### config.mk
export PLATFORM = sky130hd
export DESIGN_NAME = dpo_top
export DESIGN_NICKNAME = d
export VERILOG_FILES = /design/src/hw/dpo_pkg.sv /design/src/hw/dpo_sync.sv /design/src/hw/dpo_top.sv
export SDC_FILE = /design/constraint.sdc
export NUM_CORES = 1
export LEC_CHECK = 0
export BUFFER_PORTS_ARGS = -buffer_cell sky130_fd_sc_hd__buf_2
export CAP_MARGIN = 20
export CORE_UTILIZATION = 46
export CTS_CLUSTER_DIAMETER = 30
export DETAILED_ROUTE_END_ITERATION = 7
export PLACE_DENSITY = 0.71
export SYNTH_ARGS = -nofsm -noshare
export SYNTH_HDL_FRONTEND = slang
export SYNTH_SLANG_ARGS = --single-unit
### constraint.sdc
create_clock -name clk -period 3.1 [get_ports clk]
set_input_delay 0.62 -clock clk [delete_from_list [all_inputs] [get_ports clk]]
set_output_delay 0.62 -clock clk [all_outputs]
set_load 0.02 [all_outputs]
### src/hw/dpo_pkg.sv
// package: constants, pin carriers and state types of the power-down / odt block
package dpo_pkg;

  // register map, byte addresses
  localparam logic [7:0] DPO_OFS_CTRL = 8'h00;
  localparam logic [7:0] DPO_OFS_STATUS = 8'h04;
  localparam logic [7:0] DPO_OFS_CLEAR = 8'h08;

  // ctrl field positions
  localparam int DPO_CTRL_A12_BIT = 0;
  localparam int DPO_CTRL_NOM_LSB = 1;
  localparam int DPO_CTRL_WR_LSB = 4;
  localparam int DPO_CTRL_CWL_LSB = 8;
  localparam int DPO_CTRL_AL_LSB = 16;

  // status field positions
  localparam int DPO_ST_STATE_LSB = 0;
  localparam int DPO_ST_DLL_ON_BIT = 4;
  localparam int DPO_ST_SYNC_BIT = 5;
  localparam int DPO_ST_RTT_BIT = 6;
  localparam int DPO_ST_RX_BIT = 7;
  localparam int DPO_ST_DLLRST_BIT = 8;
  localparam int DPO_ST_TERM_EN_BIT = 9;

  // clear register
  localparam int DPO_CLR_DLLRST_BIT = 0;

  // values after reset
  localparam logic DPO_RST_A12 = 1'b0;
  localparam logic [2:0] DPO_RST_NOM = 3'h0;
  localparam logic [1:0] DPO_RST_WR = 2'h0;
  localparam logic [4:0] DPO_RST_CWL = 5'h05;
  localparam logic [4:0] DPO_RST_AL = 5'h00;

  // cycle counts, in link clock cycles
  localparam logic [3:0] DPO_TCPDED_CK = 4'h1;
  localparam logic [4:0] DPO_ODT_LAT_OFFSET = 5'h02;
  localparam int DPO_ODT_HIST = 32;

  // pins sampled from the controller side
  typedef struct packed {
    logic ck;
    logic cke;
    logic odt;
    logic reset_n;
    logic cs_n;
    logic ras_n;
    logic cas_n;
    logic we_n;
  } dpo_pins_t;

  // termination, latency and power-down exit settings held by software
  typedef struct packed {
    logic a12;
    logic [2:0] rtt_nom;
    logic [1:0] rtt_wr;
    logic [4:0] cwl;
    logic [4:0] al;
  } dpo_mode_t;

  typedef enum logic [2:0] {
    DPO_ST_RESET,
    DPO_ST_IDLE,
    DPO_ST_DRAIN,
    DPO_ST_PD_ACT,
    DPO_ST_PD_PRE
  } dpo_state_t;

endpackage

### src/hw/dpo_sync.sv
// two flip-flop synchroniser, one stage pair per bit
module dpo_sync
  import dpo_pkg::*;
#(
  parameter int W = 8
) (
  input wire logic clk,
  input wire logic rst,
  input wire logic [W-1:0] async_in,
  output logic [W-1:0] sync_out
);

  logic [W-1:0] meta_ff;
  logic [W-1:0] sync_ff;

  // meta_ff feeds only sync_ff
  genvar i;
  generate
    for (i = 0; i < W; i++) begin : g_bit
      always_ff @(posedge clk or posedge rst) begin
        if (rst) begin
          meta_ff[i] <= 1'b0;
          sync_ff[i] <= 1'b0;
        end else begin
          meta_ff[i] <= async_in[i];
          sync_ff[i] <= meta_ff[i];
        end
      end
    end
  endgenerate

  assign sync_out = sync_ff;

endmodule

### src/hw/dpo_top.sv
// power-down entry/exit and synchronous on-die termination control
//
// How it works
// - cke low with nop enters power-down
// - pending activate/precharge/refresh finish before power-down
// - banks closed precharge, else active power-down
// - receivers off after tcpded, keep ck/odt/cke/reset
// - precharge power-down a12 zero turns dll off
// - dll kept on otherwise, except in reset, fast exit
// - reset low leaves power-down into reset
// - cke high with nop exits power-down
// - odt ignored when disabled or self-refresh
// - any nominal or write termination bit enables
// - registered odt zero off, one on
// - termination never uses command decode
// - synchronous odt whenever dll on and locked
// - turn on/off odt latency after sampling
// - odt latency is cwl plus al minus two
//
// The address map and the address-and-strobe port are this design's own decisions.
module dpo_top
  import dpo_pkg::*;
(
  input wire logic clk,
  input wire logic rst,
  input wire logic ck,
  input wire logic cke,
  input wire logic odt,
  input wire logic reset_n,
  input wire logic cs_n,
  input wire logic ras_n,
  input wire logic cas_n,
  input wire logic we_n,
  input wire logic bank_open,
  input wire logic op_busy,
  input wire logic dll_locked,
  input wire logic self_refresh,
  input wire logic [7:0] reg_addr,
  input wire logic [31:0] reg_wdata,
  input wire logic reg_wr,
  input wire logic reg_rd,
  output logic [31:0] reg_rdata,
  output logic rtt_on,
  output logic cmd_rx_en,
  output logic dll_on,
  output logic in_reset,
  output logic pd_active,
  output logic pd_precharge,
  output logic dll_reset_req
);

  typedef struct packed {
    logic ck_prev;
    logic cke_q;
    logic odt_q;
    logic nop_q;
    logic seen_edge;
    dpo_state_t st;
    logic [3:0] cpded_cnt;
    logic entry_locked;
    logic dll_reset_req;
    logic [DPO_ODT_HIST-1:0] odt_hist;
    logic rtt_on;
    logic cmd_rx_en;
    logic dll_on;
    logic in_reset;
    logic pd_active;
    logic pd_precharge;
    dpo_mode_t mode;
    logic [31:0] rdata;
  } dpo_regs_t;

  dpo_pins_t pins_raw;
  dpo_pins_t pins_s;
  dpo_regs_t cur_ff;
  dpo_regs_t nxt_ff;

  assign pins_raw.ck = ck;
  assign pins_raw.cke = cke;
  assign pins_raw.odt = odt;
  assign pins_raw.reset_n = reset_n;
  assign pins_raw.cs_n = cs_n;
  assign pins_raw.ras_n = ras_n;
  assign pins_raw.cas_n = cas_n;
  assign pins_raw.we_n = we_n;

  // all pins share one delay so ck edges line up with their data
  dpo_sync #(
    .W($bits(dpo_pins_t))
  ) u_sync (
    .clk(clk),
    .rst(rst),
    .async_in(pins_raw),
    .sync_out(pins_s)
  );

  logic ck_rise;
  logic nop_now;
  logic term_en;
  logic sync_mode;
  logic [4:0] odt_lat;
  logic [5:0] lat_sum;
  logic [DPO_ODT_HIST-1:0] hist_shift;
  logic [31:0] status_word;
  logic [31:0] ctrl_word;

  always_comb begin
    ck_rise = pins_s.ck & ~cur_ff.ck_prev;
    // deselect, or nop with chip selected
    nop_now = pins_s.cs_n | (pins_s.ras_n & pins_s.cas_n & pins_s.we_n);
    // any termination field non-zero turns the feature on
    term_en = ((|cur_ff.mode.rtt_nom) | (|cur_ff.mode.rtt_wr)) & ~self_refresh;
    sync_mode = cur_ff.dll_on & dll_locked;
    lat_sum = {1'b0, cur_ff.mode.cwl} + {1'b0, cur_ff.mode.al};
    // below two would be an illegal setting; clamp to zero rather than wrap
    if (lat_sum > {1'b0, DPO_ODT_LAT_OFFSET}) begin
      odt_lat = 5'(lat_sum - {1'b0, DPO_ODT_LAT_OFFSET});
    end else begin
      odt_lat = 5'h00;
    end
    hist_shift = {cur_ff.odt_hist[DPO_ODT_HIST-2:0], pins_s.odt};
  end

  always_comb begin
    ctrl_word = 32'h0000_0000;
    ctrl_word[DPO_CTRL_A12_BIT] = cur_ff.mode.a12;
    ctrl_word[DPO_CTRL_NOM_LSB +: 3] = cur_ff.mode.rtt_nom;
    ctrl_word[DPO_CTRL_WR_LSB +: 2] = cur_ff.mode.rtt_wr;
    ctrl_word[DPO_CTRL_CWL_LSB +: 5] = cur_ff.mode.cwl;
    ctrl_word[DPO_CTRL_AL_LSB +: 5] = cur_ff.mode.al;
    status_word = 32'h0000_0000;
    status_word[DPO_ST_STATE_LSB +: 3] = cur_ff.st;
    status_word[DPO_ST_DLL_ON_BIT] = cur_ff.dll_on;
    status_word[DPO_ST_SYNC_BIT] = sync_mode;
    status_word[DPO_ST_RTT_BIT] = cur_ff.rtt_on;
    status_word[DPO_ST_RX_BIT] = cur_ff.cmd_rx_en;
    status_word[DPO_ST_DLLRST_BIT] = cur_ff.dll_reset_req;
    status_word[DPO_ST_TERM_EN_BIT] = term_en;
  end

  always_comb begin
    nxt_ff = cur_ff;
    nxt_ff.ck_prev = pins_s.ck;

    // register port: writes steer mode, reads answer one cycle later only
    nxt_ff.rdata = 32'h0000_0000;
    if (reg_wr && reg_addr == DPO_OFS_CTRL) begin
      nxt_ff.mode.a12 = reg_wdata[DPO_CTRL_A12_BIT];
      nxt_ff.mode.rtt_nom = reg_wdata[DPO_CTRL_NOM_LSB +: 3];
      nxt_ff.mode.rtt_wr = reg_wdata[DPO_CTRL_WR_LSB +: 2];
      nxt_ff.mode.cwl = reg_wdata[DPO_CTRL_CWL_LSB +: 5];
      nxt_ff.mode.al = reg_wdata[DPO_CTRL_AL_LSB +: 5];
    end
    if (reg_wr && reg_addr == DPO_OFS_CLEAR && reg_wdata[DPO_CLR_DLLRST_BIT]) begin
      nxt_ff.dll_reset_req = 1'b0;
    end
    if (reg_rd) begin
      unique case (reg_addr)
        DPO_OFS_CTRL: nxt_ff.rdata = ctrl_word;
        DPO_OFS_STATUS: nxt_ff.rdata = status_word;
        default: nxt_ff.rdata = 32'h0000_0000;
      endcase
    end

    // everything pin-facing except the reset pin advances on link clock rising edges only
    if (ck_rise) begin
      nxt_ff.seen_edge = 1'b1;
      nxt_ff.cke_q = pins_s.cke;
      nxt_ff.nop_q = nop_now;
      // decision rests on odt pin, mode bits and self_refresh alone, no command decode
      nxt_ff.odt_q = pins_s.odt & term_en;
      nxt_ff.odt_hist = hist_shift;
      if (cur_ff.cpded_cnt != 4'h0) begin
        nxt_ff.cpded_cnt = cur_ff.cpded_cnt - 4'h1;
      end

      unique case (cur_ff.st)
        DPO_ST_RESET: begin
          if (pins_s.reset_n) begin
            nxt_ff.st = DPO_ST_IDLE;
          end
        end
        DPO_ST_IDLE: begin
          // a first edge has no history, so no entry is taken on it
          if (cur_ff.seen_edge && cur_ff.cke_q && !pins_s.cke && nop_now) begin
            nxt_ff.st = DPO_ST_DRAIN;
            nxt_ff.cpded_cnt = DPO_TCPDED_CK;
            nxt_ff.entry_locked = dll_locked;
          end
        end
        DPO_ST_DRAIN: begin
          if (pins_s.cke && nop_now) begin
            nxt_ff.st = DPO_ST_IDLE;
          end else if (!op_busy) begin
            // in-flight row ops finish before the low-power state
            nxt_ff.st = bank_open ? DPO_ST_PD_ACT : DPO_ST_PD_PRE;
          end
        end
        DPO_ST_PD_ACT, DPO_ST_PD_PRE: begin
          if (pins_s.cke && nop_now) begin
            nxt_ff.st = DPO_ST_IDLE;
          end
        end
        default: nxt_ff.st = DPO_ST_RESET;
      endcase

      // leaving power-down with an unlocked dll at entry asks for a dll reset
      if (cur_ff.st != DPO_ST_IDLE && cur_ff.st != DPO_ST_RESET && nxt_ff.st == DPO_ST_IDLE
          && !cur_ff.entry_locked) begin
        nxt_ff.dll_reset_req = 1'b1;
      end
    end

    // reset pin wins over any power-down state, no edge needed
    if (!pins_s.reset_n) begin
      nxt_ff.st = DPO_ST_RESET;
      nxt_ff.cpded_cnt = 4'h0;
      nxt_ff.odt_hist = '0;
      nxt_ff.odt_q = 1'b0;
    end

    // receivers drop once tcpded has run out; ck, cke, odt, reset stay live
    if (nxt_ff.st == DPO_ST_IDLE) begin
      nxt_ff.cmd_rx_en = 1'b1;
    end else if (nxt_ff.st == DPO_ST_RESET) begin
      nxt_ff.cmd_rx_en = 1'b0;
    end else begin
      nxt_ff.cmd_rx_en = (nxt_ff.cpded_cnt != 4'h0);
    end

    // dll frozen in reset and in precharge power-down with slow exit
    if (nxt_ff.st == DPO_ST_RESET) begin
      nxt_ff.dll_on = 1'b0;
    end else if (nxt_ff.st == DPO_ST_PD_PRE && !cur_ff.mode.a12) begin
      nxt_ff.dll_on = 1'b0;
    end else begin
      nxt_ff.dll_on = 1'b1;
    end

    // synchronous mode: delayed copy of the registered pin
    // outside it the registered pin is used directly; the far side keeps it low
    if (!term_en || nxt_ff.st == DPO_ST_RESET) begin
      nxt_ff.rtt_on = 1'b0;
    end else if (sync_mode) begin
      nxt_ff.rtt_on = nxt_ff.odt_hist[odt_lat];
    end else begin
      nxt_ff.rtt_on = nxt_ff.odt_q;
    end

    nxt_ff.in_reset = (nxt_ff.st == DPO_ST_RESET);
    nxt_ff.pd_active = (nxt_ff.st == DPO_ST_PD_ACT);
    nxt_ff.pd_precharge = (nxt_ff.st == DPO_ST_PD_PRE);
  end

  always_ff @(posedge clk or posedge rst) begin
    if (rst) begin
      cur_ff.ck_prev <= 1'b0;
      cur_ff.cke_q <= 1'b0;
      cur_ff.odt_q <= 1'b0;
      cur_ff.nop_q <= 1'b0;
      cur_ff.seen_edge <= 1'b0;
      cur_ff.st <= DPO_ST_RESET;
      cur_ff.cpded_cnt <= 4'h0;
      cur_ff.entry_locked <= 1'b0;
      cur_ff.dll_reset_req <= 1'b0;
      cur_ff.odt_hist <= '0;
      cur_ff.rtt_on <= 1'b0;
      cur_ff.cmd_rx_en <= 1'b0;
      cur_ff.dll_on <= 1'b0;
      cur_ff.in_reset <= 1'b1;
      cur_ff.pd_active <= 1'b0;
      cur_ff.pd_precharge <= 1'b0;
      cur_ff.mode.a12 <= DPO_RST_A12;
      cur_ff.mode.rtt_nom <= DPO_RST_NOM;
      cur_ff.mode.rtt_wr <= DPO_RST_WR;
      cur_ff.mode.cwl <= DPO_RST_CWL;
      cur_ff.mode.al <= DPO_RST_AL;
      cur_ff.rdata <= 32'h0000_0000;
    end else begin
      cur_ff <= nxt_ff;
    end
  end

  assign reg_rdata = cur_ff.rdata;
  assign rtt_on = cur_ff.rtt_on;
  assign cmd_rx_en = cur_ff.cmd_rx_en;
  assign dll_on = cur_ff.dll_on;
  assign in_reset = cur_ff.in_reset;
  assign pd_active = cur_ff.pd_active;
  assign pd_precharge = cur_ff.pd_precharge;
  assign dll_reset_req = cur_ff.dll_reset_req;

endmodule

==> results.md <==
* Max clock buf depth at 2
* FILL cells at 908
* Endpoints failing hold at 0
* Max-Cap Viols at 0
* CTS sink cnt at 101
* Hold Crit Endpoint: u_sync.sync_out[3]$_DFF_PP0_
* CTS tree: yes
* Post-Syn Area at 4900 um2
* I/O pins at 95
* GRT Total Usage at 18.0%
* Crit-path max FO at 3
* Nets@finish at 583
* Antenna violations before repair at 0
* Min-delay src: u_sync.meta_ff[3]$_DFF_PP0_
* Worst EP arrival at 3.23 ns
* Asr flop ratio synth at 100%
* Reg-to-reg critical path startpoint: ctrl_word[8]$_DFFE_PP1P_
* Max Fclk at 0.334 GHz
* Post-place instance area at 5210 um2
* TritonCTS buffer count at 9
* Skew final at 0.00868 ns
* Avg Vias per Cell at 5.24
* Post-DP HPWL at 6770 um
* DR iter-0 viols at 168
* Root Driver: clkbuf_8
* # hold bufs at CTS at 0
* Core area at 10300 um2
* Die Wd at 105 um
* Worst-case reg-to-reg path depth at 10
* Share of cells above drive strength 1 at 24.4%
* Pins Over Slew Limit at 0
* Crit path required time at 3.34 ns
* Final Cell Area at 5450 um2
* Sequential share of the synthesized area at 51.6%
* H-tree levels at 3
* Area share of the largest cell type after synthesis at 50.0%
* Area leader, netlist: dfrtp_1
* Die Y at 105 um
* Min Clock Period, post-route at 2.99 ns
* Total congestion overflow at 0
* Routed WL at 9260 um
* Crit end category: flip-flop
* Pwr Density at 496 nW/um2
* Number of port buffers at 64
* Leading cell types by count after synthesis: 98 x dfrtp_1, 64 x nand2_1, 40 x nor2_1, 34 x buf_4, 32 x a21oi_1
* Post-synth EDFFs at 0
* # rows at 37
* Final period util at 96.4%
* Drt drc at 0
* Worst Tran Pin Value at 0.780 ns
* Synth Warn # at 0
* Vias at 3456
* Routability Congestion at 0.885
* Worst-Skew Late Latency at 0.36 ns
* Largest net degree at the start of global routing at 44
* Cell variety after synth at 68
* # setup viols final at 0
* First-pass iteration count of the detailed router at 4
* Die ar. at 11100 um2
* Ant. Diodes at 0
* Clk slew on worst S/H paths at 0.09 ns
* Status: finished, final reports clean
* Syn-to-layout area delta at 11.2%
* Vias in the first global route at 3299
* Starting density of the core at 47.5%
* Antenna-violating nets left at 0
* Main area contributors after synthesis: dfrtp_1 50%, buf_4 5.2%, nand2_1 4.9%
* Startpoint Class: flip-flop
* FF-to-FF End: rtt_on$_DFF_PP0_
* Worst R2R Setup Slack at 0.11 ns
* First-pass GRT wire length at 15600 um
* Seq cells post-synth at 101
* Unrepaired setup endpoints after global routing: no
* Main flop type after synthesis: dfrtp_1
* Hold path depth at 0
* TNS Setup at 0 ns
* Wire length per cell at 14.0 um
* Leakage at 2.59 nW
* Worst Hold Class: flip-flop to flip-flop
* Slew headroom at 47.9%
* Avg Cell Area, Syn at 10.4 um2
* Setup CP Type: flip-flop to flip-flop
* Most common cell in the synthesized netlist: dfrtp_1
* Synth Instances at 473
* Worst ir drop on vdd at 0.276 mV
[worst max-delay path, cell delays in order (launching register included)]
cell and delay [ns]:
dfstp_2 0.55, ha_2 0.19, inv_1 0.05, fa_1 0.52, nor2b_1 0.31, a2111oi_2 0.10, and3_4 0.20, or4_4 0.54
a21bo_1 0.19, a211oi_2 0.16, nor4b_2 0.07
[routing by layer]
| metal | vias up | track usage (%) | part of all wire (%) |
|---|---|---|---|
| li1 | 1683 | - | - |
| met1 | 1644 | 23.3 | 46 |
| met2 | 107 | 28.8 | 46 |
| met3 | 22 | 3.34 | 4.5 |
| met4 | 0 | 9.46 | 2.7 |
| met5 | - | 0 | 0 |
[flip-flops by register name, summed over array words and instances, names as in the netlist]
signal and flops:
u_sync.meta_ff 8, ctrl_word 16, cur_ff 44, dll_reset_req 1
reg_rdata 18, in_reset 1, pd_active 1, u_sync.sync_out 8
pd_precharge 1, dll_on 1, rtt_on 1, cmd_rx_en 1
[power by group]
group / switching (W) / internal, W
Combinational: 0.000277 / 0.000191
Sequential: 0.0000246 / 0.00136
Clock: 0.000417 / 0.000439
[kinds of logic (layout without fill, tap and decap cells)]
logic type	count (synthesis)	count (layout)	synth area share, %
simple gates	167	167	17.0
flops	101	101	51.6
compound gates	85	85	11.6
buf+inv	69	107	8.37
mux	36	36	7.99
fa+ha+maj	8	8	2.20
xor+xnor	6	6	1.07
other cells	1	14	0.0765
[stage by stage]
stage                     instances  total power, W  util (%)  hold WS (ns)  worst slack, ns
final                           660         0.00270      52.8         0.352            0.110
after global placement          644         0.00184      50.4         0.332           0.0703
after detailed placement        644         0.00185      50.4         0.335           0.0265
after floorplan                 486         0.00174         -         0.331           0.0743
after CTS                       660         0.00271      52.5         0.354           0.0220
after global routing            660         0.00283      52.8         0.348           0.0153
[repair_timing]
action / CTS / global route
setup buffers: 0 / 0
endpoints found under the setup margin: 1 / 1
gates resized for setup: 1 / 5
[worst max path at each step]
stage | slack, ns | endpoint | cells past startpoint | startpoint
6_report | 0.11 | rtt_on$_DFF_PP0_ | 10 | ctrl_word[8]$_DFFE_PP1P_
5_1_grt | 0.02 | rtt_on$_DFF_PP0_ | 10 | ctrl_word[8]$_DFFE_PP1P_
3_3_place_gp | 0.07 | rtt_on$_DFF_PP0_ | 13 | ctrl_word[8]$_DFFE_PP1P_
2_1_floorplan | 0.07 | rtt_on$_DFF_PP0_ | 11 | ctrl_word[8]$_DFFE_PP1P_
3_5_place_dp | 0.03 | rtt_on$_DFF_PP0_ | 13 | ctrl_word[8]$_DFFE_PP1P_
4_1_cts | 0.02 | rtt_on$_DFF_PP0_ | 13 | ctrl_word[8]$_DFFE_PP1P_
[layout by cell type (no fill, tap or decap), drive strengths merged, types with 2 or more instances in the layout]
master    count
dfrtp        98
buf          76
nand2        64
nor2         40
a21oi        32
mux2i        20
mux2         15
inv          14
conb         14
clkbuf       13
o21ai        10
and2         10
nor2b        10
nor3          7
ha            7
o22ai         6
or3           6
o221ai        6
xnor2         5
nand3         5
nand2b        4
nor3b         4
a21o          4
a211oi        4
nor4          3
a31oi         3
dfstp         3
and3          3
o31ai         3
nor4b         3
nand4b        2
or2           2
clkinvlp      2
or4           2
a2111oi       2
[layout make-up]
cell class / instances / area [um2] / area share, %
clock buffer: 13 / 169 / 3.10
clock inverter: 3 / 42.5 / 0.781
inverter: 15 / 60.1 / 1.10
multi-input combinational: 316 / 2040 / 37.5
sequential: 101 / 2530 / 46.5
tap: 136 / 170 / 3.12
timing repair buffer: 76 / 435 / 7.99
Note: power is estimated with default switching activity, not from simulation.
